--- src/core/output_serializer_pkg.sv ---
/*
 * Constants shared by the output serializer: register offsets, control field
 * positions, reset values and the encodings of the rate and role settings.
 * Assumes a 32-bit classic Wishbone register bus with byte addresses.
 */
package output_serializer_pkg;
	localparam int WORD_MAX = 10;
	localparam int PAR_IN = 6;
	localparam int TRI_MAX = 4;
	localparam int CASC_BITS = 4;
	localparam int CNT_W = 4;

	localparam logic [7:0] CTRL_ADDR = 8'h00;
	localparam logic [7:0] STATUS_ADDR = 8'h04;

	localparam int CTRL_RATE_BIT = 0;
	localparam int CTRL_TRATE_LSB = 1;
	localparam int CTRL_WIDTH_LSB = 3;
	localparam int CTRL_TWIDTH_LSB = 7;
	localparam int CTRL_ROLE_BIT = 10;
	localparam int CTRL_INIT_D_BIT = 11;
	localparam int CTRL_INIT_T_BIT = 12;
	localparam int CTRL_FORCE_D_BIT = 13;
	localparam int CTRL_FORCE_T_BIT = 14;
	localparam logic [31:0] CTRL_RESET = 32'h0000_0225;
	localparam logic [31:0] CTRL_MASK = 32'h0000_7FFF;

	localparam int ST_DATA_BIT = 0;
	localparam int ST_TRI_BIT = 1;
	localparam int ST_FORCE_BIT = 2;
	localparam int ST_CFG_ERR_BIT = 3;
	localparam int ST_ROLE_BIT = 4;

	localparam logic RATE_SDR = 1'b0;
	localparam logic RATE_DDR = 1'b1;
	localparam logic [1:0] TRATE_BUF = 2'h0;
	localparam logic [1:0] TRATE_SDR = 2'h1;
	localparam logic [1:0] TRATE_DDR = 2'h2;
	localparam logic ROLE_MASTER = 1'b0;
	localparam logic ROLE_SLAVE = 1'b1;

	localparam logic DATA_OUT_RESET = 1'b0;
	localparam logic TRISTATE_OUT_RESET = 1'b0;
endpackage : output_serializer_pkg

--- src/core/bit_tick.sv ---
/*
 * Bit-edge enable for the serializers. Each clk_i cycle stands for one fast
 * clock edge; single-rate mode uses only every other one (the rising edges).
 * Assumes the same clock and synchronous reset as the serializer.
 */
`timescale 1ns/100ps
module bit_tick (
	input wire logic clk_i,
	input wire logic rst_i,
	input wire logic double_rate_i,
	output logic data_tick_o,
	output logic rise_tick_o
);
	logic phase;
	logic next_phase;

	always_comb begin
		next_phase = ~phase;
	end

	always_ff @(posedge clk_i) begin
		if (rst_i) begin
			phase <= 1'b0;
		end else begin
			phase <= next_phase;
		end
	end

	// Rising fast edges only
	assign rise_tick_o = phase;
	assign data_tick_o = double_rate_i | phase;
endmodule : bit_tick

--- src/core/word_shifter.sv ---
/*
 * One parallel-to-serial converter with hold register, force and bypass.
 * Assumes load_i marks a captured word and tick_i marks each bit edge.
 */
`timescale 1ns/100ps
module word_shifter #(
	parameter int WIDTH = 10,
	parameter logic RESET_LEVEL = 1'b0
) (
	input wire logic clk_i,
	input wire logic rst_i,
	input wire logic [3:0] width_i,
	input wire logic [WIDTH-1:0] word_i,
	input wire logic load_i,
	input wire logic tick_i,
	input wire logic enable_i,
	input wire logic bypass_i,
	input wire logic force_i,
	input wire logic force_level_i,
	input wire logic init_level_i,
	output logic bit_o
);
	typedef enum logic [2:0] {
		ST_INIT = 3'b001,
		ST_RUN = 3'b010,
		ST_FORCE = 3'b100
	} shift_state_t;

	shift_state_t state, next_state;
	logic [WIDTH-1:0] shreg, next_shreg, hold, next_hold;
	logic [3:0] cnt, next_cnt;
	logic next_bit;

	always_comb begin
		next_state = state;
		next_shreg = shreg;
		next_hold = load_i ? word_i : hold;
		next_cnt = cnt;
		next_bit = bit_o;
		case (state)
			ST_INIT: begin
				next_bit = init_level_i;
				if (load_i) begin
					next_shreg = word_i;
					next_cnt = 4'h0;
					next_state = ST_RUN;
				end
			end
			ST_RUN: begin
				if (tick_i && enable_i) begin
					next_bit = shreg[0];
					if (cnt == width_i - 4'h1) begin
						next_shreg = load_i ? word_i : hold;
						next_cnt = 4'h0;
					end else begin
						next_shreg = shreg >> 1;
						next_cnt = cnt + 4'h1;
					end
				end
			end
			ST_FORCE: begin
				next_state = ST_INIT;
			end
			default: begin
				next_state = ST_INIT;
			end
		endcase
		if (bypass_i) begin
			next_bit = word_i[0];
		end
		if (force_i) begin
			next_state = ST_FORCE;
			next_bit = force_level_i;
			next_cnt = 4'h0;
		end
	end

	always_ff @(posedge clk_i) begin
		if (rst_i) begin
			state <= ST_INIT;
			shreg <= '0;
			hold <= '0;
			cnt <= 4'h0;
			bit_o <= RESET_LEVEL;
		end else begin
			state <= next_state;
			shreg <= next_shreg;
			hold <= next_hold;
			cnt <= next_cnt;
			bit_o <= next_bit;
		end
	end
endmodule : word_shifter

--- src/core/output_serializer.sv ---
/*
 * Output serializer: parallel data and 3-state words to serial streams for a
 * pad, with master/slave cascading and a Wishbone control/status register.
 * Assumes clk_i is the fast bit clock (one cycle per fast edge), that the
 * divided clock arrives as a one-cycle pulse on the same clock, and that all
 * fabric inputs are synchronous to clk_i.
 */
// The implementer's own choices: the Wishbone interface to the registers and the address map.
// Overview of operation
// - Parallel word is 2 to 6 bits, up to 10 when cascaded.
// - Serial data output changes only while data shift enable is high.
// - Force puts outputs to force levels; reset wins over force.
// - Force drives data and 3-state outputs to their force levels, default 0.
// - One to four 3-state bits; no 3-state path when cascaded (buffer mode on a master still follows the pin here).
// - Serial 3-state output changes only while 3-state shift enable is high (buffer mode here follows the pin with it low too).
// - Widths 7, 8, 10 need master plus slave, slave cascade out to master.
// - Slave takes only inputs three to six and passes them on cascade.
// - First parallel input bit is sent first.
// - 3-state serializer is at most four bits, never widened.
// - Double rate changes data every fast edge; single rate on rising only.
// - 3-state modes: double rate, single rate, buffer.
// - After configuration outputs start at their initial levels, default 0.
// - Role setting selects master or slave, master by default.
`timescale 1ns/100ps
module output_serializer (
	input wire logic clk_i,
	input wire logic rst_i,
	input wire logic divided_clock_i,
	input wire logic [5:0] parallel_data_in_i,
	input wire logic [3:0] parallel_tristate_in_i,
	input wire logic data_shift_enable_i,
	input wire logic tristate_shift_enable_i,
	input wire logic output_force_i,
	input wire logic [3:0] cascade_in_i,
	output logic [3:0] cascade_out_o,
	output logic serial_data_out_o,
	output logic serial_tristate_out_o,
	input wire logic wb_cyc_i,
	input wire logic wb_stb_i,
	input wire logic wb_we_i,
	input wire logic [7:0] wb_adr_i,
	input wire logic [3:0] wb_sel_i,
	input wire logic [31:0] wb_dat_i,
	output logic [31:0] wb_dat_o,
	output logic wb_ack_o
);
	logic [31:0] ctrl, next_ctrl;
	logic [31:0] next_dat;
	logic next_ack;
	logic [5:0] data_q, next_data_q;
	logic [3:0] tri_q, next_tri_q;
	logic load_q, next_load_q;
	logic [3:0] next_cascade;
	logic data_rate;
	logic [1:0] tri_rate;
	logic [3:0] data_width;
	logic [3:0] tri_width;
	logic role;
	logic data_tick, rise_tick, tri_tick;
	logic master_load, tri_load;
	logic [9:0] data_word;
	logic [3:0] tri_word;
	logic cfg_err;
	logic bus_req;

	function automatic logic cfg_illegal(input logic ddr, input logic [3:0] w,
		input logic [1:0] tr, input logic [3:0] tw);
		logic bad_d;
		logic bad_t;
		bad_d = ddr ? !(w == 4'h4 || w == 4'h6 || w == 4'h8 || w == 4'hA)
			: (w < 4'h2 || w > 4'h8);
		bad_t = (tr == output_serializer_pkg::TRATE_DDR) ? !(tw == 4'h2 || tw == 4'h4)
			: (tr == output_serializer_pkg::TRATE_BUF) ? (tw != 4'h1)
			: !(tw == 4'h1 || tw == 4'h2 || tw == 4'h4);
		cfg_illegal = bad_d | bad_t | (tr == 2'h3);
	endfunction : cfg_illegal

	assign data_rate = ctrl[output_serializer_pkg::CTRL_RATE_BIT];
	assign tri_rate = ctrl[output_serializer_pkg::CTRL_TRATE_LSB +: 2];
	assign data_width = ctrl[output_serializer_pkg::CTRL_WIDTH_LSB +: 4];
	assign tri_width = {1'b0, ctrl[output_serializer_pkg::CTRL_TWIDTH_LSB +: 3]};
	assign role = ctrl[output_serializer_pkg::CTRL_ROLE_BIT];
	assign cfg_err = cfg_illegal(data_rate, data_width, tri_rate, tri_width);
	assign bus_req = wb_cyc_i & wb_stb_i & ~wb_ack_o;

	// Register bus: one-cycle answer, unmapped reads return zero
	always_comb begin
		next_ctrl = ctrl;
		next_ack = bus_req;
		next_dat = 32'h0000_0000;
		if (bus_req && wb_we_i && wb_adr_i == output_serializer_pkg::CTRL_ADDR) begin
			if (wb_sel_i[0]) begin
				next_ctrl[7:0] = wb_dat_i[7:0];
			end
			if (wb_sel_i[1]) begin
				next_ctrl[15:8] = wb_dat_i[15:8];
			end
			next_ctrl = next_ctrl & output_serializer_pkg::CTRL_MASK;
		end
		if (bus_req && !wb_we_i) begin
			if (wb_adr_i == output_serializer_pkg::CTRL_ADDR) begin
				next_dat = ctrl;
			end else if (wb_adr_i == output_serializer_pkg::STATUS_ADDR) begin
				next_dat[output_serializer_pkg::ST_DATA_BIT] = serial_data_out_o;
				next_dat[output_serializer_pkg::ST_TRI_BIT] = serial_tristate_out_o;
				next_dat[output_serializer_pkg::ST_FORCE_BIT] = output_force_i;
				next_dat[output_serializer_pkg::ST_CFG_ERR_BIT] = cfg_err;
				next_dat[output_serializer_pkg::ST_ROLE_BIT] = role;
			end
		end
	end

	always_ff @(posedge clk_i) begin
		if (rst_i) begin
			ctrl <= output_serializer_pkg::CTRL_RESET;
			wb_ack_o <= 1'b0;
			wb_dat_o <= 32'h0000_0000;
		end else begin
			ctrl <= next_ctrl;
			wb_ack_o <= next_ack;
			wb_dat_o <= next_dat;
		end
	end

	// Word capture on the divided clock; a slave registers its cascade bits on the same edge
	always_comb begin
		next_load_q = divided_clock_i;
		next_data_q = divided_clock_i ? parallel_data_in_i : data_q;
		next_tri_q = divided_clock_i ? parallel_tristate_in_i : tri_q;
		next_cascade = cascade_out_o;
		if (divided_clock_i && role == output_serializer_pkg::ROLE_SLAVE) begin
			next_cascade = parallel_data_in_i[5:2];
		end
	end

	always_ff @(posedge clk_i) begin
		if (rst_i) begin
			load_q <= 1'b0;
			data_q <= 6'h00;
			tri_q <= 4'h0;
			cascade_out_o <= 4'h0;
		end else begin
			load_q <= next_load_q;
			data_q <= next_data_q;
			tri_q <= next_tri_q;
			cascade_out_o <= next_cascade;
		end
	end

	// Bit 0 leaves first; cascade bits extend the word above input six
	assign data_word = {cascade_in_i, data_q};
	assign master_load = load_q & (role == output_serializer_pkg::ROLE_MASTER);
	// No 3-state path on a slave; a cascaded width blocks the word load but not buffer mode
	assign tri_load = master_load & (data_width <= 4'h6);
	assign tri_tick = (tri_rate == output_serializer_pkg::TRATE_DDR) | rise_tick;
	// Buffer mode follows the pin every cycle, not the word captured on the divided clock
	assign tri_word = (tri_rate == output_serializer_pkg::TRATE_BUF) ? parallel_tristate_in_i
		: tri_q;

	bit_tick tick_gen (
		.clk_i(clk_i),
		.rst_i(rst_i),
		.double_rate_i(data_rate == output_serializer_pkg::RATE_DDR),
		.data_tick_o(data_tick),
		.rise_tick_o(rise_tick)
	);

	word_shifter #(
		.WIDTH(output_serializer_pkg::WORD_MAX),
		.RESET_LEVEL(output_serializer_pkg::DATA_OUT_RESET)
	) data_path (
		.clk_i(clk_i),
		.rst_i(rst_i),
		.width_i(data_width),
		.word_i(data_word),
		.load_i(master_load),
		.tick_i(data_tick),
		.enable_i(data_shift_enable_i),
		.bypass_i(1'b0),
		.force_i(output_force_i),
		.force_level_i(ctrl[output_serializer_pkg::CTRL_FORCE_D_BIT]),
		.init_level_i(ctrl[output_serializer_pkg::CTRL_INIT_D_BIT]),
		.bit_o(serial_data_out_o)
	);

	word_shifter #(
		.WIDTH(output_serializer_pkg::TRI_MAX),
		.RESET_LEVEL(output_serializer_pkg::TRISTATE_OUT_RESET)
	) tristate_path (
		.clk_i(clk_i),
		.rst_i(rst_i),
		.width_i(tri_width),
		.word_i(tri_word),
		.load_i(tri_load),
		.tick_i(tri_tick),
		.enable_i(tristate_shift_enable_i),
		.bypass_i(tri_rate == output_serializer_pkg::TRATE_BUF && role == 1'b0),
		.force_i(output_force_i),
		.force_level_i(ctrl[output_serializer_pkg::CTRL_FORCE_T_BIT]),
		.init_level_i(ctrl[output_serializer_pkg::CTRL_INIT_T_BIT]),
		.bit_o(serial_tristate_out_o)
	);
endmodule : output_serializer

--- config.mk ---
export PLATFORM = sky130hd
export DESIGN_NAME = output_serializer
export DESIGN_NICKNAME = d
export VERILOG_FILES = /design/src/core/output_serializer_pkg.sv /design/src/core/bit_tick.sv /design/src/core/word_shifter.sv /design/src/core/output_serializer.sv
export SDC_FILE = /design/constraint.sdc
export NUM_CORES = 1
export LEC_CHECK = 0
export ABC_AREA = 0
export BUFFER_PORTS_ARGS = -buffer_cell sky130_fd_sc_hd__buf_2
export CELL_PAD_IN_SITES_DETAIL_PLACEMENT = 0
export CELL_PAD_IN_SITES_GLOBAL_PLACEMENT = 2
export CORE_MARGIN = 4
export CORE_UTILIZATION = 29
export DETAILED_ROUTE_END_ITERATION = 8
export GPL_ROUTABILITY_DRIVEN = 0
export MAX_ROUTING_LAYER = met4
export PLACE_DENSITY_LB_ADDON = 0.1
export SYNTH_ARGS = -nofsm -noshare
export SYNTH_HDL_FRONTEND = slang
export SYNTH_HIERARCHICAL = 1
export SYNTH_SLANG_ARGS = --single-unit
--- constraint.sdc ---
create_clock -name clk_i -period 1.9 [get_ports clk_i]
set_input_delay 0.475 -clock clk_i [delete_from_list [all_inputs] [get_ports clk_i]]
set_output_delay 0.475 -clock clk_i [all_outputs]
set_load 0.05 [all_outputs]
==> impl_results.md <==
- Status: finished, final reports clean
- Required @ worst endpoint: around 2.2 ns
- Share of cells above drive strength 1: approximately 28%
- Routed vias: between 3000 and 4000
- Slew Viols, Final: 0
- DR pass1 iterations: 4
- CP Data Arrival Time: between 2 and 2.5 ns
- RSZ-0062 raised after global routing: yes
- Row cnt: 44
- Combinational family with the most area after synthesis: simple AND/OR/NAND/NOR gates
- Pwr/cell area: ~760 nW/um^2
- Reg clk slew, reported paths: about 0.060 ns
- Die Area: approximately 17000 um^2
- Min Tclk post-route: between 1.5 and 2 ns
- Clk Latency, worst-skew pair: 0.34 ns
- Gr usage total: around 14%
- First-pass GRT wire length: 17800 um
- Peak supply drop: 389 uV
- Hold Path Class: primary input to flip-flop
- Worst R2R End: data_path/shreg[9]
- Worst Setup End Kind: flip-flop
- Clock buffer depth: 2
- Hold path start: wb_dat_i[0]
- CTS tree: done
- Drt total wl: 11100 um
- Vias in the first global route: 3459
- Top cells by area, synth: dfxtp_1, mux2i_1, nor2_1
- Synthesized-area fraction occupied by adder cells: about 1.2%
- Largest net degree at the start of global routing: 38
- Core ar.: approximately 15000 um^2
- Total CTS buffers: 9
- Synth top area share: roughly two fifths
- Crit path max fanout: 6
- Wire per inst: ~15 um
- WHS: about 0.37 ns
- Area Growth Syn to Fin: 25.1%
- Grt total ovfl: 0
- Async set or reset register ratio after synthesis: 0%
- Top cell type by total area after synthesis: dfxtp_1
- YS warnings: 6
- Vias per cell: between 4 and 5
- Final hold violation count: 0
- Setup violators final: 0
- Nets@finish: approximately 640
- Drc violations: 0
- Most frequent cells in the layout: dfxtp_1, buf_2, nor2_1
- Max incr delay on CP: ~0.44 ns
- Crit start category: flip-flop
- Die height: approximately 130 um
- Dpl hpwl: about 8000 um
- Post-layout util: between 30% and 40%
- DR iter-0 viols: around 120
- Final Skew: between 0.004 and 0.005 ns
- Max-cap viol count: 0
- Reg2reg path depth: 7
- Critical path cell sequence: inv_2 > ha_4 > xor2_1 > nand2_1 > or3_4 > o311a_1 > nor3_2
- Post-Synth XOR/XNOR Area: about 2.9%
- Commonest non-fill, non-tap cell in the layout: dfxtp_1
- CTS Hold Bufs: 0
- Initial antenna violation count: 0
- WS Path Type: flip-flop to flip-flop
- Port buffer count: slightly below 70
- Post-synthesis compound-gate area fraction: about 15%
- Synthesized cell area: 4340 um^2
- Initial Util: between 20% and 30%
- CTS root buf: clkbuf_16
- Tcrit/Tclk final: a little over nine tenths
- Seq/Total Area, Yosys: around two fifths
- Slowest cell on the critical path: or3_4
- Post-Synthesis Cells: between 400 and 500
- Boundary Pins: between 100 and 150
- DRT antenna net count: 0
- Hold worst-path end: ctrl[0]
- Placed insts: between 700 and 800
- Proportion of synthesized area in mux cells: between 10% and 20%
- Leak pwr: roughly 2.3 nW
- Die width: between 100 and 150 um
- Register bit total from synthesis: between 90 and 100
- Number of synthesized flops with an enable pin: 0
- CTS HTree Levels: 3
- F_max: roughly 540 MHz
- Layout Cells excl Fill: about 750
- FF-to-FF Start: ctrl[3]
- Clock Sinks: 91
- Worst hold path depth: 3
- Avg Inst Size Synth: between 9 and 10 um^2
- FF-to-FF setup slack: roughly 0.056 ns
- Synth Area in Simple Gates: between 20% and 30%
- Synth Flop Type: dfxtp_1
- Antenna fix cells: 0
- Unique masters post-synth: between 50 and 60
==> registers in the layout, indices dropped and copies added, names as in the netlist <==
name / cells
tri_q: 4
load_q: 1
data_path/cnt: 4
data_path/hold: 10
tristate_path/shreg: 4
ctrl: 15
wb_dat_o: 15
data_path/bit_o: 1
cascade_out_o: 4
data_path/shreg: 10
data_q: 6
tristate_path/cnt: 4
tristate_path/hold: 4
data_path/state: 3
wb_ack_o: 1
tristate_path/bit_o: 1
tick_gen/rise_tick_o: 1
tristate_path/state: 3
==> final cells by class <==
type	count	area [um^2]
clock buffer	14	254
sequential	91	1830
multi-input combinational	338	2330
tap	184	230
fill	1511	9160
clock inverter	2	35.0
timing repair buffer	111	702
inverter	14	52.6
==> critical path: cells and delay by family (launching register included) <==
kind	cells	cell delay (ns)
XOR/XNOR	1	0.13
buffers and inverters	1	0.04
flip-flops	1	0.37
AND/OR/NAND/NOR	3	0.62
adder cells (fa/ha/maj)	1	0.25
AO/OA/AOI/OAI	1	0.35
==> layer usage <==
metal	vias up	GRT usage, %	part of all wire (%)
met4	0	3.30	0.96
li1	1803	-	-
met3	8	3.97	4.5
met5	-	-	0
met1	1651	18.1	48
met2	60	21.4	46
==> worst max path at each step <==
stage                      from            endpoint
floorplan           wb_adr_i[6]             ctrl[0]
global placement    wb_adr_i[6]             ctrl[7]
detailed placement  wb_adr_i[6]             ctrl[7]
CTS                     ctrl[3]  data_path/shreg[9]
global route            ctrl[3]  data_path/shreg[9]
finish                  ctrl[3]  data_path/shreg[9]
==> report_power, final <==
| group | total, mW | switching, mW | internal [mW] |
|---|---|---|---|
| combinational | 0.381 | 0.241 | 0.140 |
| clock | 1.78 | 0.727 | 1.06 |
| sequential | 1.97 | 0.0255 | 1.95 |
| total | 4.14 | 0.994 | 3.14 |
==> synthesized netlist by cell type (all sizes together), types with 2 or more instances <==
cell type	instances
dfxtp	91
nor2	53
mux2i	37
buf	28
nand2	20
nor2b	16
a21oi	14
clkbuf	14
inv	14
and2	13
mux2	12
nand2b	12
o21ai	12
a31oi	11
o22ai	10
nand3	9
nor3	9
a22o	8
xnor2	8
a21o	7
nand3b	7
o2111ai	5
a311oi	4
ha	4
o221ai	4
xor2	4
a211o	3
nor4	3
o31a	3
or3	3
a211oi	2
a21boi	2
and3	2
and3b	2
nand4b	2
o211ai	2
o21bai	2
or2	2
or3b	2
==> metrics by stage <==
step	setup TNS, ns	worst slack (ns)	area (um^2)	total power [mW]
after floorplan	-0.0154	-0.00387	4430	2.29
after global placement	-1.42	-0.119	5090	2.39
after detailed placement	-0.830	-0.0759	5090	2.40
after global routing	-0.0379	-0.0379	5430	4.32
final	0	0.0564	5430	4.14
after CTS	0	0.0257	5390	4.22
==> what timing repair did <==
| item | in CTS | in global routing |
|---|---|---|
| gates resized for setup | 1 | 6 |
| buffers inserted | 0 | 2 |
| cloned | 0 | 0 |
| endpoints found under the setup margin | 1 | 7 |
| pin swaps | 0 | 4 |
==> cells by family after synthesis <==
logic type / count (synthesis)
buf+inv: 56
xor+xnor: 13
flops: 91
compound gates: 92
simple gates: 159
mux: 49
fa+ha+maj: 4
other cells: 1
Power figures use the tool's default switching activity.
